## src/shared/acc_pkg.sv

```systemverilog
`default_nettype none
package acc_pkg;

   // Register indices; byte address is four times the index
   localparam logic [7:0] IDX_CFG_ZERO  = 8'h62;
   localparam logic [7:0] IDX_CFG_ONE   = 8'h65;
   localparam logic [7:0] IDX_AVERAGING = 8'h68;
   localparam logic [7:0] IDX_STATUS    = 8'h6a;
   localparam logic [7:0] IDX_PIN_CFG   = 8'h6b;
   localparam logic [7:0] IDX_SOFT_TRIG = 8'h6c;
   localparam logic [7:0] IDX_EVT_STAT  = 8'h70;
   localparam logic [7:0] IDX_EVT_MASK  = 8'h71;

   // Reset values
   localparam logic [7:0] RST_CFG_ZERO  = 8'h01;
   localparam logic [7:0] RST_CFG_ONE   = 8'h01;
   localparam logic [7:0] RST_AVERAGING = 8'h61;
   localparam logic [7:0] RST_PIN_CFG   = 8'h00;
   localparam logic [7:0] RST_SOFT_TRIG = 8'h01;
   localparam logic [7:0] RST_EVT       = 8'h00;

   // Field positions
   localparam int POS_FG_ENABLE    = 0;
   localparam int POS_BG_ENABLE    = 1;
   localparam int POS_OFFSET_REF   = 2;
   localparam int POS_OFFSET_AVG   = 4;
   localparam int POS_LIN_AVG      = 0;
   localparam int POS_TRIG_SOURCE  = 0;
   localparam int POS_STATUS_SEL   = 1;
   localparam int POS_SOFT_TRIG    = 0;
   localparam int POS_FG_COMPLETE  = 0;
   localparam int POS_BG_STOPPED   = 1;
   localparam int POS_STAT_CODE    = 2;
   localparam int POS_EVT_FG       = 0;
   localparam int POS_EVT_STOP     = 1;
   localparam int POS_EVT_ALARM    = 2;

   // Status pin source codes
   localparam logic [1:0] PIN_SEL_FG    = 2'h0;
   localparam logic [1:0] PIN_SEL_STOP  = 2'h1;
   localparam logic [1:0] PIN_SEL_ALARM = 2'h2;
   localparam logic [1:0] PIN_SEL_LOW   = 2'h3;

   // Report from the calibration engine, same clock
   typedef struct packed {
      logic       fgFinished;
      logic       bgHalted;
      logic [2:0] statusCode;
      logic       alarm;
   } acc_engine_t;

   // Settings handed to the calibration engine
   typedef struct packed {
      logic       foregroundEnable;
      logic       backgroundEnable;
      logic       offsetUseSpare;
      logic [2:0] offsetAveragingDepth;
      logic [2:0] linearityAveragingDepth;
      logic       calibrationTrigger;
   } acc_setting_t;

endpackage : acc_pkg
`default_nettype wire

```

## src/rtl/acc_regs.sv

```systemverilog
// Implementation choice: the Wishbone slave port.
`timescale 1ns/1ps
`default_nettype none
module acc_regs (
   input  wire logic                 mclk,
   input  wire logic                 rst_n,
   input  wire logic                 wb_cyc_i,
   input  wire logic                 wb_stb_i,
   input  wire logic                 wb_we_i,
   input  wire logic [11:0]          wb_adr_i,
   input  wire logic [3:0]           wb_sel_i,
   input  wire logic [31:0]          wb_dat_i,
   output logic      [31:0]          wb_dat_o,
   output logic                      wb_ack_o,
   input  wire acc_pkg::acc_engine_t engineReport,
   input  wire logic                 hardwareTriggerPin,
   output acc_pkg::acc_setting_t     engineSetting,
   output logic                      calibrationStatusPin,
   output logic                      irq
);

   // Bus decode
   logic        busReq;
   logic        busDone;
   logic        busWr;
   logic        lowLane;
   logic [7:0]  regIdx;
   logic        inRange;
   logic [7:0]  wrByte;

   function automatic logic hit(input logic [7:0] idx,
                                input logic [7:0] want);
      hit = (idx == want);
   endfunction : hit

   assign busReq  = wb_cyc_i & wb_stb_i & ~wb_ack_o;
   // Writes land at the edge where the master sees ack
   assign busDone = wb_cyc_i & wb_stb_i & wb_ack_o;
   assign busWr   = busDone & wb_we_i & lowLane;
   assign lowLane = wb_sel_i[0];
   assign regIdx  = wb_adr_i[9:2];
   assign inRange = (wb_adr_i[11:10] == 2'h0);
   assign wrByte  = wb_dat_i[7:0];

   logic wrCfgZero;
   logic wrCfgOne;
   logic wrAvg;
   logic wrPin;
   logic wrSoft;
   logic wrEvtStat;
   logic wrEvtMask;

   assign wrCfgZero = busWr & inRange
                    & hit(regIdx, acc_pkg::IDX_CFG_ZERO);
   assign wrCfgOne  = busWr & inRange
                    & hit(regIdx, acc_pkg::IDX_CFG_ONE);
   assign wrAvg     = busWr & inRange
                    & hit(regIdx, acc_pkg::IDX_AVERAGING);
   assign wrPin     = busWr & inRange
                    & hit(regIdx, acc_pkg::IDX_PIN_CFG);
   assign wrSoft    = busWr & inRange
                    & hit(regIdx, acc_pkg::IDX_SOFT_TRIG);
   assign wrEvtStat = busWr & inRange
                    & hit(regIdx, acc_pkg::IDX_EVT_STAT);
   assign wrEvtMask = busWr & inRange
                    & hit(regIdx, acc_pkg::IDX_EVT_MASK);

   // Writable registers; reserved bits are stored as written
   logic [7:0] cfgZero_q;
   logic [7:0] cfgOne_q;
   logic [7:0] avg_q;
   logic [7:0] pinCfg_q;
   logic [7:0] softTrig_q;
   logic [7:0] evtMask_q;

   always_ff @(posedge mclk) begin
      if (!rst_n) begin
         cfgZero_q  <= acc_pkg::RST_CFG_ZERO;
         cfgOne_q   <= acc_pkg::RST_CFG_ONE;
         avg_q      <= acc_pkg::RST_AVERAGING;
         pinCfg_q   <= acc_pkg::RST_PIN_CFG;
         softTrig_q <= acc_pkg::RST_SOFT_TRIG;
         evtMask_q  <= acc_pkg::RST_EVT;
      end else begin
         if (wrCfgZero) cfgZero_q  <= wrByte;
         if (wrCfgOne)  cfgOne_q   <= wrByte;
         if (wrAvg)     avg_q      <= wrByte;
         if (wrPin)     pinCfg_q   <= wrByte;
         if (wrSoft)    softTrig_q <= wrByte;
         if (wrEvtMask) evtMask_q  <= wrByte;
      end
   end

   // Field views
   logic       fgEnable;
   logic       bgEnable;
   logic       offsetRef;
   logic [2:0] offsetAvg;
   logic [2:0] linAvg;
   logic       trigSource;
   logic [1:0] pinSel;
   logic       softTrigBit;

   assign fgEnable    = cfgZero_q[acc_pkg::POS_FG_ENABLE];
   assign bgEnable    = cfgZero_q[acc_pkg::POS_BG_ENABLE];
   assign offsetRef   = cfgOne_q[acc_pkg::POS_OFFSET_REF];
   assign offsetAvg   = avg_q[acc_pkg::POS_OFFSET_AVG +: 3];
   assign linAvg      = avg_q[acc_pkg::POS_LIN_AVG +: 3];
   assign trigSource  = pinCfg_q[acc_pkg::POS_TRIG_SOURCE];
   assign pinSel      = pinCfg_q[acc_pkg::POS_STATUS_SEL +: 2];
   assign softTrigBit = softTrig_q[acc_pkg::POS_SOFT_TRIG];

   // Hardware trigger pin: three stages, change taken on agreement
   logic trigSync1_q;
   logic trigSync2_q;
   logic trigSync3_q;
   logic hwTrig_q;

   always_ff @(posedge mclk) begin
      if (!rst_n) begin
         trigSync1_q <= 1'b0;
         trigSync2_q <= 1'b0;
         trigSync3_q <= 1'b0;
         hwTrig_q    <= 1'b0;
      end else begin
         trigSync1_q <= hardwareTriggerPin;
         trigSync2_q <= trigSync1_q;
         trigSync3_q <= trigSync2_q;
         if (trigSync2_q == trigSync3_q) hwTrig_q <= trigSync3_q;
      end
   end

   // Trigger source choice
   logic trigger_d;
   assign trigger_d = trigSource ? hwTrig_q : softTrigBit;

   // Calibration status flags from the engine; fgComplete forced while fgEnable is 0, bgStopped follows it while bgEnable is 0
   logic       fgComplete_d;
   logic       bgStopped_d;
   logic       fgComplete_q;
   logic       bgStopped_q;
   logic [2:0] statCode_q;
   logic       alarm_q;

   assign fgComplete_d = engineReport.fgFinished | ~fgEnable;
   assign bgStopped_d  = bgEnable ? engineReport.bgHalted
                                  : fgComplete_d;

   always_ff @(posedge mclk) begin
      if (!rst_n) begin
         fgComplete_q <= 1'b0;
         bgStopped_q  <= 1'b0;
         statCode_q   <= 3'h0;
         alarm_q      <= 1'b0;
      end else begin
         fgComplete_q <= fgComplete_d;
         bgStopped_q  <= bgStopped_d;
         statCode_q   <= engineReport.statusCode;
         alarm_q      <= engineReport.alarm;
      end
   end

   logic [7:0] statusByte;
   assign statusByte = {3'h0, statCode_q, bgStopped_q, fgComplete_q};

   // Status pin routing
   logic pin_d;
   always_comb begin
      case (pinSel)
         acc_pkg::PIN_SEL_FG:    pin_d = fgComplete_q;
         acc_pkg::PIN_SEL_STOP:  pin_d = bgStopped_q;
         acc_pkg::PIN_SEL_ALARM: pin_d = alarm_q;
         acc_pkg::PIN_SEL_LOW:   pin_d = 1'b0;
         default:                pin_d = 1'b0;
      endcase
   end

   // Events: rising edges of the flags; set wins over clear
   logic [7:0] evtRise;
   logic [7:0] evtClr;
   logic [7:0] evtStat_d;
   logic [7:0] evtStat_q;

   assign evtRise   = {5'h0,
                       engineReport.alarm & ~alarm_q,
                       bgStopped_d & ~bgStopped_q,
                       fgComplete_d & ~fgComplete_q};
   assign evtClr    = wrEvtStat ? wrByte : 8'h00;
   assign evtStat_d = (evtStat_q & ~evtClr) | evtRise;

   always_ff @(posedge mclk) begin
      if (!rst_n) evtStat_q <= acc_pkg::RST_EVT;
      else        evtStat_q <= evtStat_d;
   end

   // Read mux; unmapped addresses read zero
   logic [7:0] rdByte;
   always_comb begin
      rdByte = 8'h00;
      if (inRange) begin
         case (regIdx)
            acc_pkg::IDX_CFG_ZERO:  rdByte = cfgZero_q;
            acc_pkg::IDX_CFG_ONE:   rdByte = cfgOne_q;
            acc_pkg::IDX_AVERAGING: rdByte = avg_q;
            acc_pkg::IDX_STATUS:    rdByte = statusByte;
            acc_pkg::IDX_PIN_CFG:   rdByte = pinCfg_q;
            acc_pkg::IDX_SOFT_TRIG: rdByte = softTrig_q;
            acc_pkg::IDX_EVT_STAT:  rdByte = evtStat_q;
            acc_pkg::IDX_EVT_MASK:  rdByte = evtMask_q;
            default:                rdByte = 8'h00;
         endcase
      end
   end

   // Bus answer: one cycle after the request, one-cycle ack
   always_ff @(posedge mclk) begin
      if (!rst_n) begin
         wb_ack_o <= 1'b0;
         wb_dat_o <= 32'h0000_0000;
      end else begin
         wb_ack_o <= busReq;
         if (busReq) wb_dat_o <= {24'h00_0000, rdByte};
      end
   end

   // Engine settings, status pin and interrupt from flip-flops
   acc_pkg::acc_setting_t setting_d;

   assign setting_d.offsetUseSpare          = offsetRef;
   assign setting_d.offsetAveragingDepth    = offsetAvg;
   assign setting_d.linearityAveragingDepth = linAvg;
   assign setting_d.foregroundEnable        = fgEnable;
   assign setting_d.backgroundEnable        = bgEnable;
   assign setting_d.calibrationTrigger      = trigger_d;

   always_ff @(posedge mclk) begin
      if (!rst_n) begin
         engineSetting        <= '0;
         calibrationStatusPin <= 1'b0;
         irq                  <= 1'b0;
      end else begin
         engineSetting        <= setting_d;
         calibrationStatusPin <= pin_d;
         irq                  <= |(evtStat_q & evtMask_q);
      end
   end

endmodule : acc_regs
`default_nettype wire

```

## config.mk

```make
export PLATFORM = sky130hd
export DESIGN_NAME = acc_regs
export DESIGN_NICKNAME = d
export VERILOG_FILES = /design/src/shared/acc_pkg.sv /design/src/rtl/acc_regs.sv
export SDC_FILE = /design/constraint.sdc
export NUM_CORES = 1
export LEC_CHECK = 0
export BUFFER_PORTS_ARGS = -buffer_cell sky130_fd_sc_hd__buf_2
export CAP_MARGIN = 20
export CORE_MARGIN = 3
export CORE_UTILIZATION = 28
export DETAILED_ROUTE_END_ITERATION = 8
export SYNTH_ARGS = -nofsm -noshare
export SYNTH_HDL_FRONTEND = slang
export SYNTH_SLANG_ARGS = --single-unit
export TNS_END_PERCENT = 50
```

## constraint.sdc

```tcl
create_clock -name mclk -period 3.41 [get_ports mclk]
set_input_delay 0.682 -clock mclk [delete_from_list [all_inputs] [get_ports mclk]]
set_output_delay 0.682 -clock mclk [all_outputs]
set_load 0.1 [all_outputs]
```

After elaboration in Yosys (flattened, before gate mapping)
Index checks and enable logic that the tools add are counted.

Equal/unequal tests: 12. Multiplexer cells: 6. Bitwise operators: 26. Reductions and logical operators: 3.

Operators with widths (number): $eq A8 B7 Y1 const B (8); $pmux W8 S8 (1); $and A1 B1 Y1 (16); $and A8 B8 Y8 (2); $mux W8 (2); $not A8 Y8 (1); $or A8 B3 Y8 (1); $reduce_or A8 Y1 (1); $not A1 Y1 (5); $eq A2 B2 Y1 const B (2); $logic_not A2 Y1 (2); $pmux W1 S4 (1); $eq A2 B1 Y1 const B (1); $mux W1 (2); $eq A1 B1 Y1 (1); $or A1 B1 Y1 (1).

Bits in registers: 87. Input bits: 60. Output and inout port bits: 45.

Logic depth before layout (Yosys ltp)
Gate-level depths: netlist of the first run.

Word-level depth: 10. Depth in mapped cells: 8. Gate-level depth less buffers: 6.

Least setup slack after synthesis of the first run
OpenSTA, ideal clock, no wires.

Kind: reg-to-reg. From: reg wb_ack_o. To: reg cfgZero_q[1]. Library setup time: 0.128 ns. Arrival: 2.336 ns. Required time: 3.282 ns. Setup slack: 0.946 ns. Cell stages (with the launch flop): 7. Clock period less this slack: 2.464 ns. Cells stage by stage: dfxtp_1 > nand3_1 > nor4_2 > nand2_1 > nor4_4 > mux2i_1 > nor2_1.

Longest elaborated chain between the ends: 5.

RTL lines: start: declaration (RTL line acc_regs.sv:14) `output logic wb_ack_o,`; start signal: assignment (RTL line acc_regs.sv:221) `wb_ack_o <= busReq;`; $and A1 B1 Y1 (RTL line acc_regs.sv:38) `assign busDone = wb_cyc_i & wb_stb_i & wb_ack_o;`; $and A1 B1 Y1 (2 in a row) (RTL line acc_regs.sv:39) `assign busWr = busDone & wb_we_i & lowLane;`; $and A1 B1 Y1 (RTL line acc_regs.sv:53) `assign wrCfgZero = busWr & inRange`; $and A1 B1 Y1 (RTL line acc_regs.sv:54) `& hit(regIdx, acc_pkg::IDX_CFG_ZERO);`; end signal: assignment (RTL line acc_regs.sv:78) `cfgZero_q <= acc_pkg::RST_CFG_ZERO;`; end signal: assignment (RTL line acc_regs.sv:85) `if (wrCfgZero) cfgZero_q <= wrByte;`; end: declaration (RTL line acc_regs.sv:69) `logic [7:0] cfgZero_q;`.

No other way between the ends. A chain may end at the register's enable or synchronous reset.

Final worst setup path of the first run
From: in wb_adr_i[9]. To: reg softTrig_q[7].

Longest elaborated chain between the ends: 2.

RTL lines: start: declaration (RTL line acc_regs.sv:10) `input wire logic [11:0] wb_adr_i,`; $eq A8 B7 Y1 (RTL line acc_regs.sv:33) `hit = (idx == want);`; $and A1 B1 Y1 (RTL line acc_regs.sv:62) `& hit(regIdx, acc_pkg::IDX_SOFT_TRIG);`; end signal: assignment (RTL line acc_regs.sv:82) `softTrig_q <= acc_pkg::RST_SOFT_TRIG;`; end signal: assignment (RTL line acc_regs.sv:89) `if (wrSoft) softTrig_q <= wrByte;`; end: declaration (RTL line acc_regs.sv:73) `logic [7:0] softTrig_q;`.

No other way between the ends.

==> results.json, run 1 <==
{
  "antenna_found_initial": 1,
  "dr.pass1.iters": 4,
  "syn_to_final_growth_pct": 17.0,
  "critical_path.endpoint_type": "flop",
  "synth_edf_count": 0,
  "period_minus_slack_ps": 2520,
  "ys_ff_latch": 87,
  "drt_iter0_drc": 305,
  "via_per_inst": 4.84,
  "power.density_nw_per_um2": 522,
  "syn_area_per_cell_sq_um": 9.11,
  "hold_path.class": "flop to flop",
  "fmax_mhz": 397,
  "grt_usage_pct": 13.4,
  "cts_buffer_depth": 2,
  "fin_worst_skew_ps": 5.12,
  "post-cts-setup-buffer-count": 0,
  "worstSetupStartpointType": "input pin",
  "wl_per_cell_um": 15.3,
  "maxCapViolations": 0,
  "syn_area_sq_um": 3810,
  "cts.sinks": 87,
  "ys_top_cells_by_count": "87 x dfxtp_1, 50 x nand2_1, 41 x nor2_1, 36 x mux2i_1, 34 x a21oi_1",
  "clkTransAtPathRegs_ps": 60,
  "arrival_ps": 2720,
  "layout.nets": 523,
  "postPlaceCellArea_sq_um": 4140,
  "drive_above_1_share_pct": 19.4,
  "worstMarginPinSlew_ps": 706,
  "die_y_um": 123,
  "hold_viol_final": 0,
  "period_share_pct": 73.9,
  "largest_reg_flops": 10,
  "hold_end": "trigSync2_q$_SDFF_PN0_",
  "largest-register": "engineSetting",
  "synth_ff_type": "dfxtp_1",
  "cts_tree": "built",
  "cts-root-buf": "clkbuf_16",
  "design_area_sq_um": 4450,
  "rsz0062_at_grt": "false",
  "cts_resized": 0,
  "r2r_end": "evtStat_q[1]$_SDFF_PN0_",
  "yosysTopAreaCellShare_pct": 45.8,
  "crit_type": "input pin to flop",
  "leakage_nw": 1.87,
  "die_area_sq_um": 15000,
  "grt_overflow_total": 0,
  "grt_pass1_wl_mm": 15.5,
  "die_x_um": 123,
  "vias": 3101,
  "ios": 105,
  "r2r_cells": 6,
  "grt_pass1_vias": 2983,
  "yosysWarnings": 0,
  "worstHoldStart": "trigSync1_q$_SDFF_PN0_",
  "postCtsHoldBufs": 0,
  "status": "finished clean",
  "setup_viol": 0,
  "synth_top_area_cell": "dfxtp_1",
  "start_util_pct": 29.4,
  "relSlewSlack_pct": 52.7,
  "synthArstFlopShare_pct": 0,
  "holdPathStages": 1,
  "r2r_slack_ps": 1330,
  "grt_max_degree": 57,
  "ant_nets": 0,
  "dp_hpwl_mm": 6.92,
  "critical_path.max_fanout": 10,
  "cts_buffers": 9,
  "synth_cell_type_count": 51,
  "ys_seq_area_share_pct": 45.8,
  "syn_inst": 418,
  "r2r_start": "wb_ack_o$_SDFF_PN0_",
  "synth.area.top_cells": "dfxtp_1 46%, mux2i_1 9.5%, nand2_1 4.9%",
  "port_buffers": 51,
  "gp_congestion": 0.807,
  "drv_slew": 0,
  "htree_levels": 3,
  "max-vdd-ir-drop_v": 0.000219,
  "fp-row-count": 41,
  "clk_latency_ps": 340,
  "drt-total-wl_mm": 9.78,
  "synth_most_common_cell": "dfxtp_1",
  "fillers": 1330,
  "cp.required_ps": 3610,
  "core_area_sq_um": 12900,
  "drcViolationCount": 0,
  "tns_ps": 0
}
[through the flow]
| step | total power [mW] | hold WS [ps] | cells | worst slack, ps | utilization, % |
|---|---|---|---|---|---|
| floorplan | 1.28 | 412 | 441 | 946 | - |
| global placement | 1.31 | 428 | 624 | 576 | 32.0 |
| detailed placement | 1.32 | 431 | 624 | 556 | 32.0 |
| CTS | 2.35 | 449 | 640 | 914 | 34.4 |
| global route | 2.41 | 452 | 640 | 750 | 34.4 |
| finish | 2.33 | 439 | 641 | 892 | 34.5 |
[cell type report]
cell class / count / area [sq um] / area share [%]
Sequential cell: 87 / 1740 / 39.1
Clock inverter: 6 / 85.1 / 1.91
Tap cell: 172 / 215 / 4.83
Clock buffer: 10 / 229 / 5.14
Antenna cell: 1 / 2.50 / 0.0562
Inverter: 7 / 26.3 / 0.590
Multi-Input combinational cell: 299 / 1840 / 41.3
Timing Repair Buffer: 59 / 315 / 7.08
[power breakdown]
group          switching, mW  internal [mW]  total [mW]  leakage, nW
Sequential           0.00650           1.03        1.04        0.706
Combinational          0.216         0.0414       0.258         1.02
Clock                  0.395          0.639        1.03        0.148
Total                  0.618           1.71        2.33         1.87
[worst max-delay path: stages]
cell	delay (ps)
buf_2	90
and3b_1	360
nor3b_1	500
and3_1	550
nand2_1	320
nand2_1	150
a21oi_1	70
[layout by cell type, fill, tap and decap left out, types with 2 or more instances in the layout]
cell	n
a32oi_1	2
nor2_1	41
conb_1	24
bufinv_16	2
a221o_1	2
mux2_2	8
a211oi_1	2
o22ai_1	2
dfxtp_1	87
and2_1	16
nor4b_2	2
clkinv_2	2
a2bb2oi_1	2
o21ai_0	5
a21oi_1	34
a22oi_1	21
mux2i_1	36
and3b_1	2
a22o_1	3
a31oi_1	2
nand3_1	13
buf_4	8
nand2_1	50
clkbuf_16	9
nor2b_1	5
and3_1	2
buf_2	51
clkinvlp_4	2
inv_1	7
o21ai_1	3
[how the worst max path moves through the flow]
stage	start	endpoint	slack, ps	cells after the start
after floorplan	wb_ack_o$_SDFF_PN0_	cfgZero_q[1]$_SDFFE_PN0P_	950	6
after global placement	wb_adr_i[9]	softTrig_q[7]$_SDFFE_PN0P_	580	7
after detailed placement	wb_adr_i[9]	softTrig_q[7]$_SDFFE_PN0P_	560	7
after CTS	wb_adr_i[9]	softTrig_q[7]$_SDFFE_PN0P_	910	7
after global routing	wb_adr_i[9]	softTrig_q[2]$_SDFFE_PN0P_	750	7
final	wb_adr_i[9]	softTrig_q[7]$_SDFFE_PN0P_	890	7
[kinds of logic after synthesis]
| family | synth area share (%) |
|---|---|
| AOI/OAI and AO/OA | 15.2 |
| buffers and inverters | 8.19 |
| and+or+nand+nor | 19.0 |
| DFF | 45.8 |
| muxes | 11.8 |
| other | 0.0985 |
[routing by layer]
metal / GRT usage, % / routed length, um / vias up
li1: - / - / 1509
met3: 3.59 / 799 / 17
met2: 21.3 / 4530 / 118
met4: 5.53 / 201 / 2
met1: 17.4 / 4250 / 1455
met5: 0 / 7 / -
Power figures use the tool's default switching activity.
==> run 2, diff against run 1 <==
ABC_AREA = 1   (was not set)
clock period = 2.25 ns   (was 3.41 ns; I/O delays follow)
==> run 2 against run 1 <==
Net effect:
- cell area increased by 1.6%
- global-route usage rose by 0.30 points
- clock skew rose by 1.5 ps
- synthesized area increased by 2.1%
- sequential share of layout area down 0.63 points
- flip-flop and latch count stayed put
- core utilization decreased by 0.67 points
- critical path type is now flop to output port
- highest routed layer is now met4
==> results.json, run 2 <==
{
  "ys_seq_area_share_pct": 44.8,
  "gp_congestion": 0.826,
  "drive_above_1_share_pct": 16.4,
  "wl_per_cell_um": 13.1,
  "synthArstFlopShare_pct": 0,
  "cts_resized": 0,
  "grt_overflow_total": 0,
  "clkTransAtPathRegs_ps": 60,
  "worstSetupStartpointType": "flop",
  "clk_latency_ps": 340,
  "cp_slowest_stage_delay_ps": 430,
  "max-vdd-ir-drop_v": 0.000457,
  "largest_reg_flops": 10,
  "grt_max_degree": 35,
  "via_per_inst": 4.42,
  "syn_area_sq_um": 3890,
  "ios": 105,
  "die_area_sq_um": 15300,
  "leakage_nw": 2.12,
  "cts_tree": "built",
  "yosysWarnings": 0,
  "die_x_um": 124,
  "critical_path.max_fanout": 3,
  "fillers": 1479,
  "ant_nets": 0,
  "cts_buffers": 9,
  "n_antenna_cell": 0,
  "seq_area_sq_um": 1740,
  "synth_edf_count": 0,
  "cp_top_family": "buffers and inverters",
  "final_common_cell": "nor2_1",
  "post-cts-setup-buffer-count": 0,
  "arrival_ps": 1130,
  "period_minus_slack_ps": 1580,
  "ys_top_cells_by_count": "102 x nor2_1, 98 x nand2_1, 87 x dfxtp_1, 79 x nand3_1, 47 x o21ai_0",
  "cts.sinks": 87,
  "syn_inst": 542,
  "drt-total-wl_mm": 10.1,
  "crit_type": "flop to output port",
  "dp_hpwl_mm": 7.28,
  "worstMarginPinSlew_ps": 504,
  "htree_levels": 3,
  "syn_area_per_cell_sq_um": 7.17,
  "design_area_sq_um": 4530,
  "drcViolationCount": 0,
  "postCtsHoldBufs": 0,
  "most-common-layout-cells": "102 x nor2_1, 98 x nand2_1, 87 x dfxtp_1",
  "grt_usage_pct": 13.7,
  "synth_top_area_cell": "dfxtp_1",
  "fp-row-count": 42,
  "power.density_nw_per_um2": 764,
  "hold_path.class": "input pin to flop",
  "layout.nets": 652,
  "drt_iter0_drc": 208,
  "grt_pass1_vias": 3068,
  "critical_path.endpoint_type": "output port",
  "syn_to_final_growth_pct": 16.5,
  "tns_ps": 0,
  "drv_slew": 0,
  "r2r_cells": 7,
  "r2r_slack_ps": 730,
  "relSlewSlack_pct": 66.3,
  "grt_pass1_wl_mm": 15.9,
  "crit_chain": "buf_2",
  "die_y_um": 124,
  "status": "finished clean",
  "ys_ff_latch": 87,
  "fmax_mhz": 634,
  "maxCapViolations": 0,
  "synth_cell_type_count": 24,
  "yosysTopAreaCellShare_pct": 44.8,
  "multi_input_area_sq_um": 1800,
  "r2r_start": "wb_ack_o$_SDFF_PN0_",
  "port_buffers": 51,
  "critPathLaunch": "wb_ack_o$_SDFF_PN0_",
  "rsz0062_at_grt": "false",
  "dr.pass1.iters": 4,
  "hold_viol_final": 0,
  "largest-register": "engineSetting",
  "critPathSlowestCell": "buf_2",
  "synth.area.top_cells": "dfxtp_1 45%, nand3_1 10%, nor2_1 9.9%",
  "fin_worst_skew_ps": 6.63,
  "start_util_pct": 29.0,
  "postPlaceCellArea_sq_um": 4230,
  "cp.required_ps": 1800,
  "cts-root-buf": "clkbuf_16",
  "cts_buffer_depth": 2,
  "vias": 3417,
  "cp_num_buf_inv": 1,
  "r2r_end": "pinCfg_q[1]$_SDFFE_PN0P_",
  "core_area_sq_um": 13400,
  "period_share_pct": 70.1,
  "path_depth": 1,
  "synth_most_common_cell": "nor2_1",
  "setup_viol": 0,
  "antenna_found_initial": 0,
  "synth_ff_type": "dfxtp_1",
  "worstSetupEndpoint": "wb_ack_o"
}
==> run 2: changes by cell type in the layout (fill, tap and decap cells not counted), sizes merged, moves of 5 or more <==
cell / change
and2: -16
o21ai: +39
nor2: +74
nand2: +48
inv: +36
a22oi: -21
a21oi: -16
nand3: +72
mux2: -8
nor2b: -5
mux2i: -36
==> run 2: how the worst min path moves through the flow <==
stage / start / end / slack [ps] / cells past startpoint
global route: engineReport[1] / statCode_q[0]$_SDFF_PN0_ / 300 / 3
CTS: engineReport[2] / statCode_q[1]$_SDFF_PN0_ / 280 / 3
detailed placement: trigSync1_q$_SDFF_PN0_ / trigSync2_q$_SDFF_PN0_ / 400 / 2
floorplan: trigSync1_q$_SDFF_PN0_ / trigSync2_q$_SDFF_PN0_ / 390 / 2
finish: engineReport[2] / statCode_q[1]$_SDFF_PN0_ / 290 / 3
global placement: trigSync1_q$_SDFF_PN0_ / trigSync2_q$_SDFF_PN0_ / 400 / 2
==> run 2: cell families (layout without fill, tap and decap cells) <==
kind of cell,count (synthesis),count (layout),synth area share (%)
other,1,24,0.0965
flip-flops,87,87,44.8
AND/OR/NAND/NOR,301,301,34.5
buffers and inverters,83,115,11.2
AO/OA/AOI/OAI,70,70,9.37
==> run 2: cell type report <==
class                   instances  area share, %
clock inverters                 5           1.27
inverters                      44           3.65
flip-flops and latches         87           38.5
well taps                     176           4.86
clock buffers                  11           5.36
multi-input cells             395           39.8
repair buffers                 55           6.58
==> run 2: metrics by stage <==
stage	std cells	hold slack [ps]	total power, mW	setup WS [ps]	utilization, %
4_1_cts	773	284	3.49	656	33.8
2_1_floorplan	565	390	1.94	260	-
5_1_grt	773	296	3.58	540	33.8
3_3_place_gp	757	395	1.99	407	31.5
3_5_place_dp	757	402	1.99	389	31.5
6_report	773	287	3.46	673	33.8
==> run 2: tightest hold or removal path: cells and delay by family <==
family | cells | cell delay (ps)
buffers and inverters | 2 | 120
and+or+nand+nor | 1 | 40
==> run 2: power breakdown <==
group          switching [mW]  internal (mW)  leakage [nW]
combinational           0.335         0.0521          1.27
clock                   0.611          0.890         0.149
sequential             0.0109           1.56         0.706
==> run 2: metal layers <==
layer	track usage, %	routed length, um
met5	0	0
met2	22.6	4750
met1	17.6	4610
met4	4.15	104
met3	3.63	666
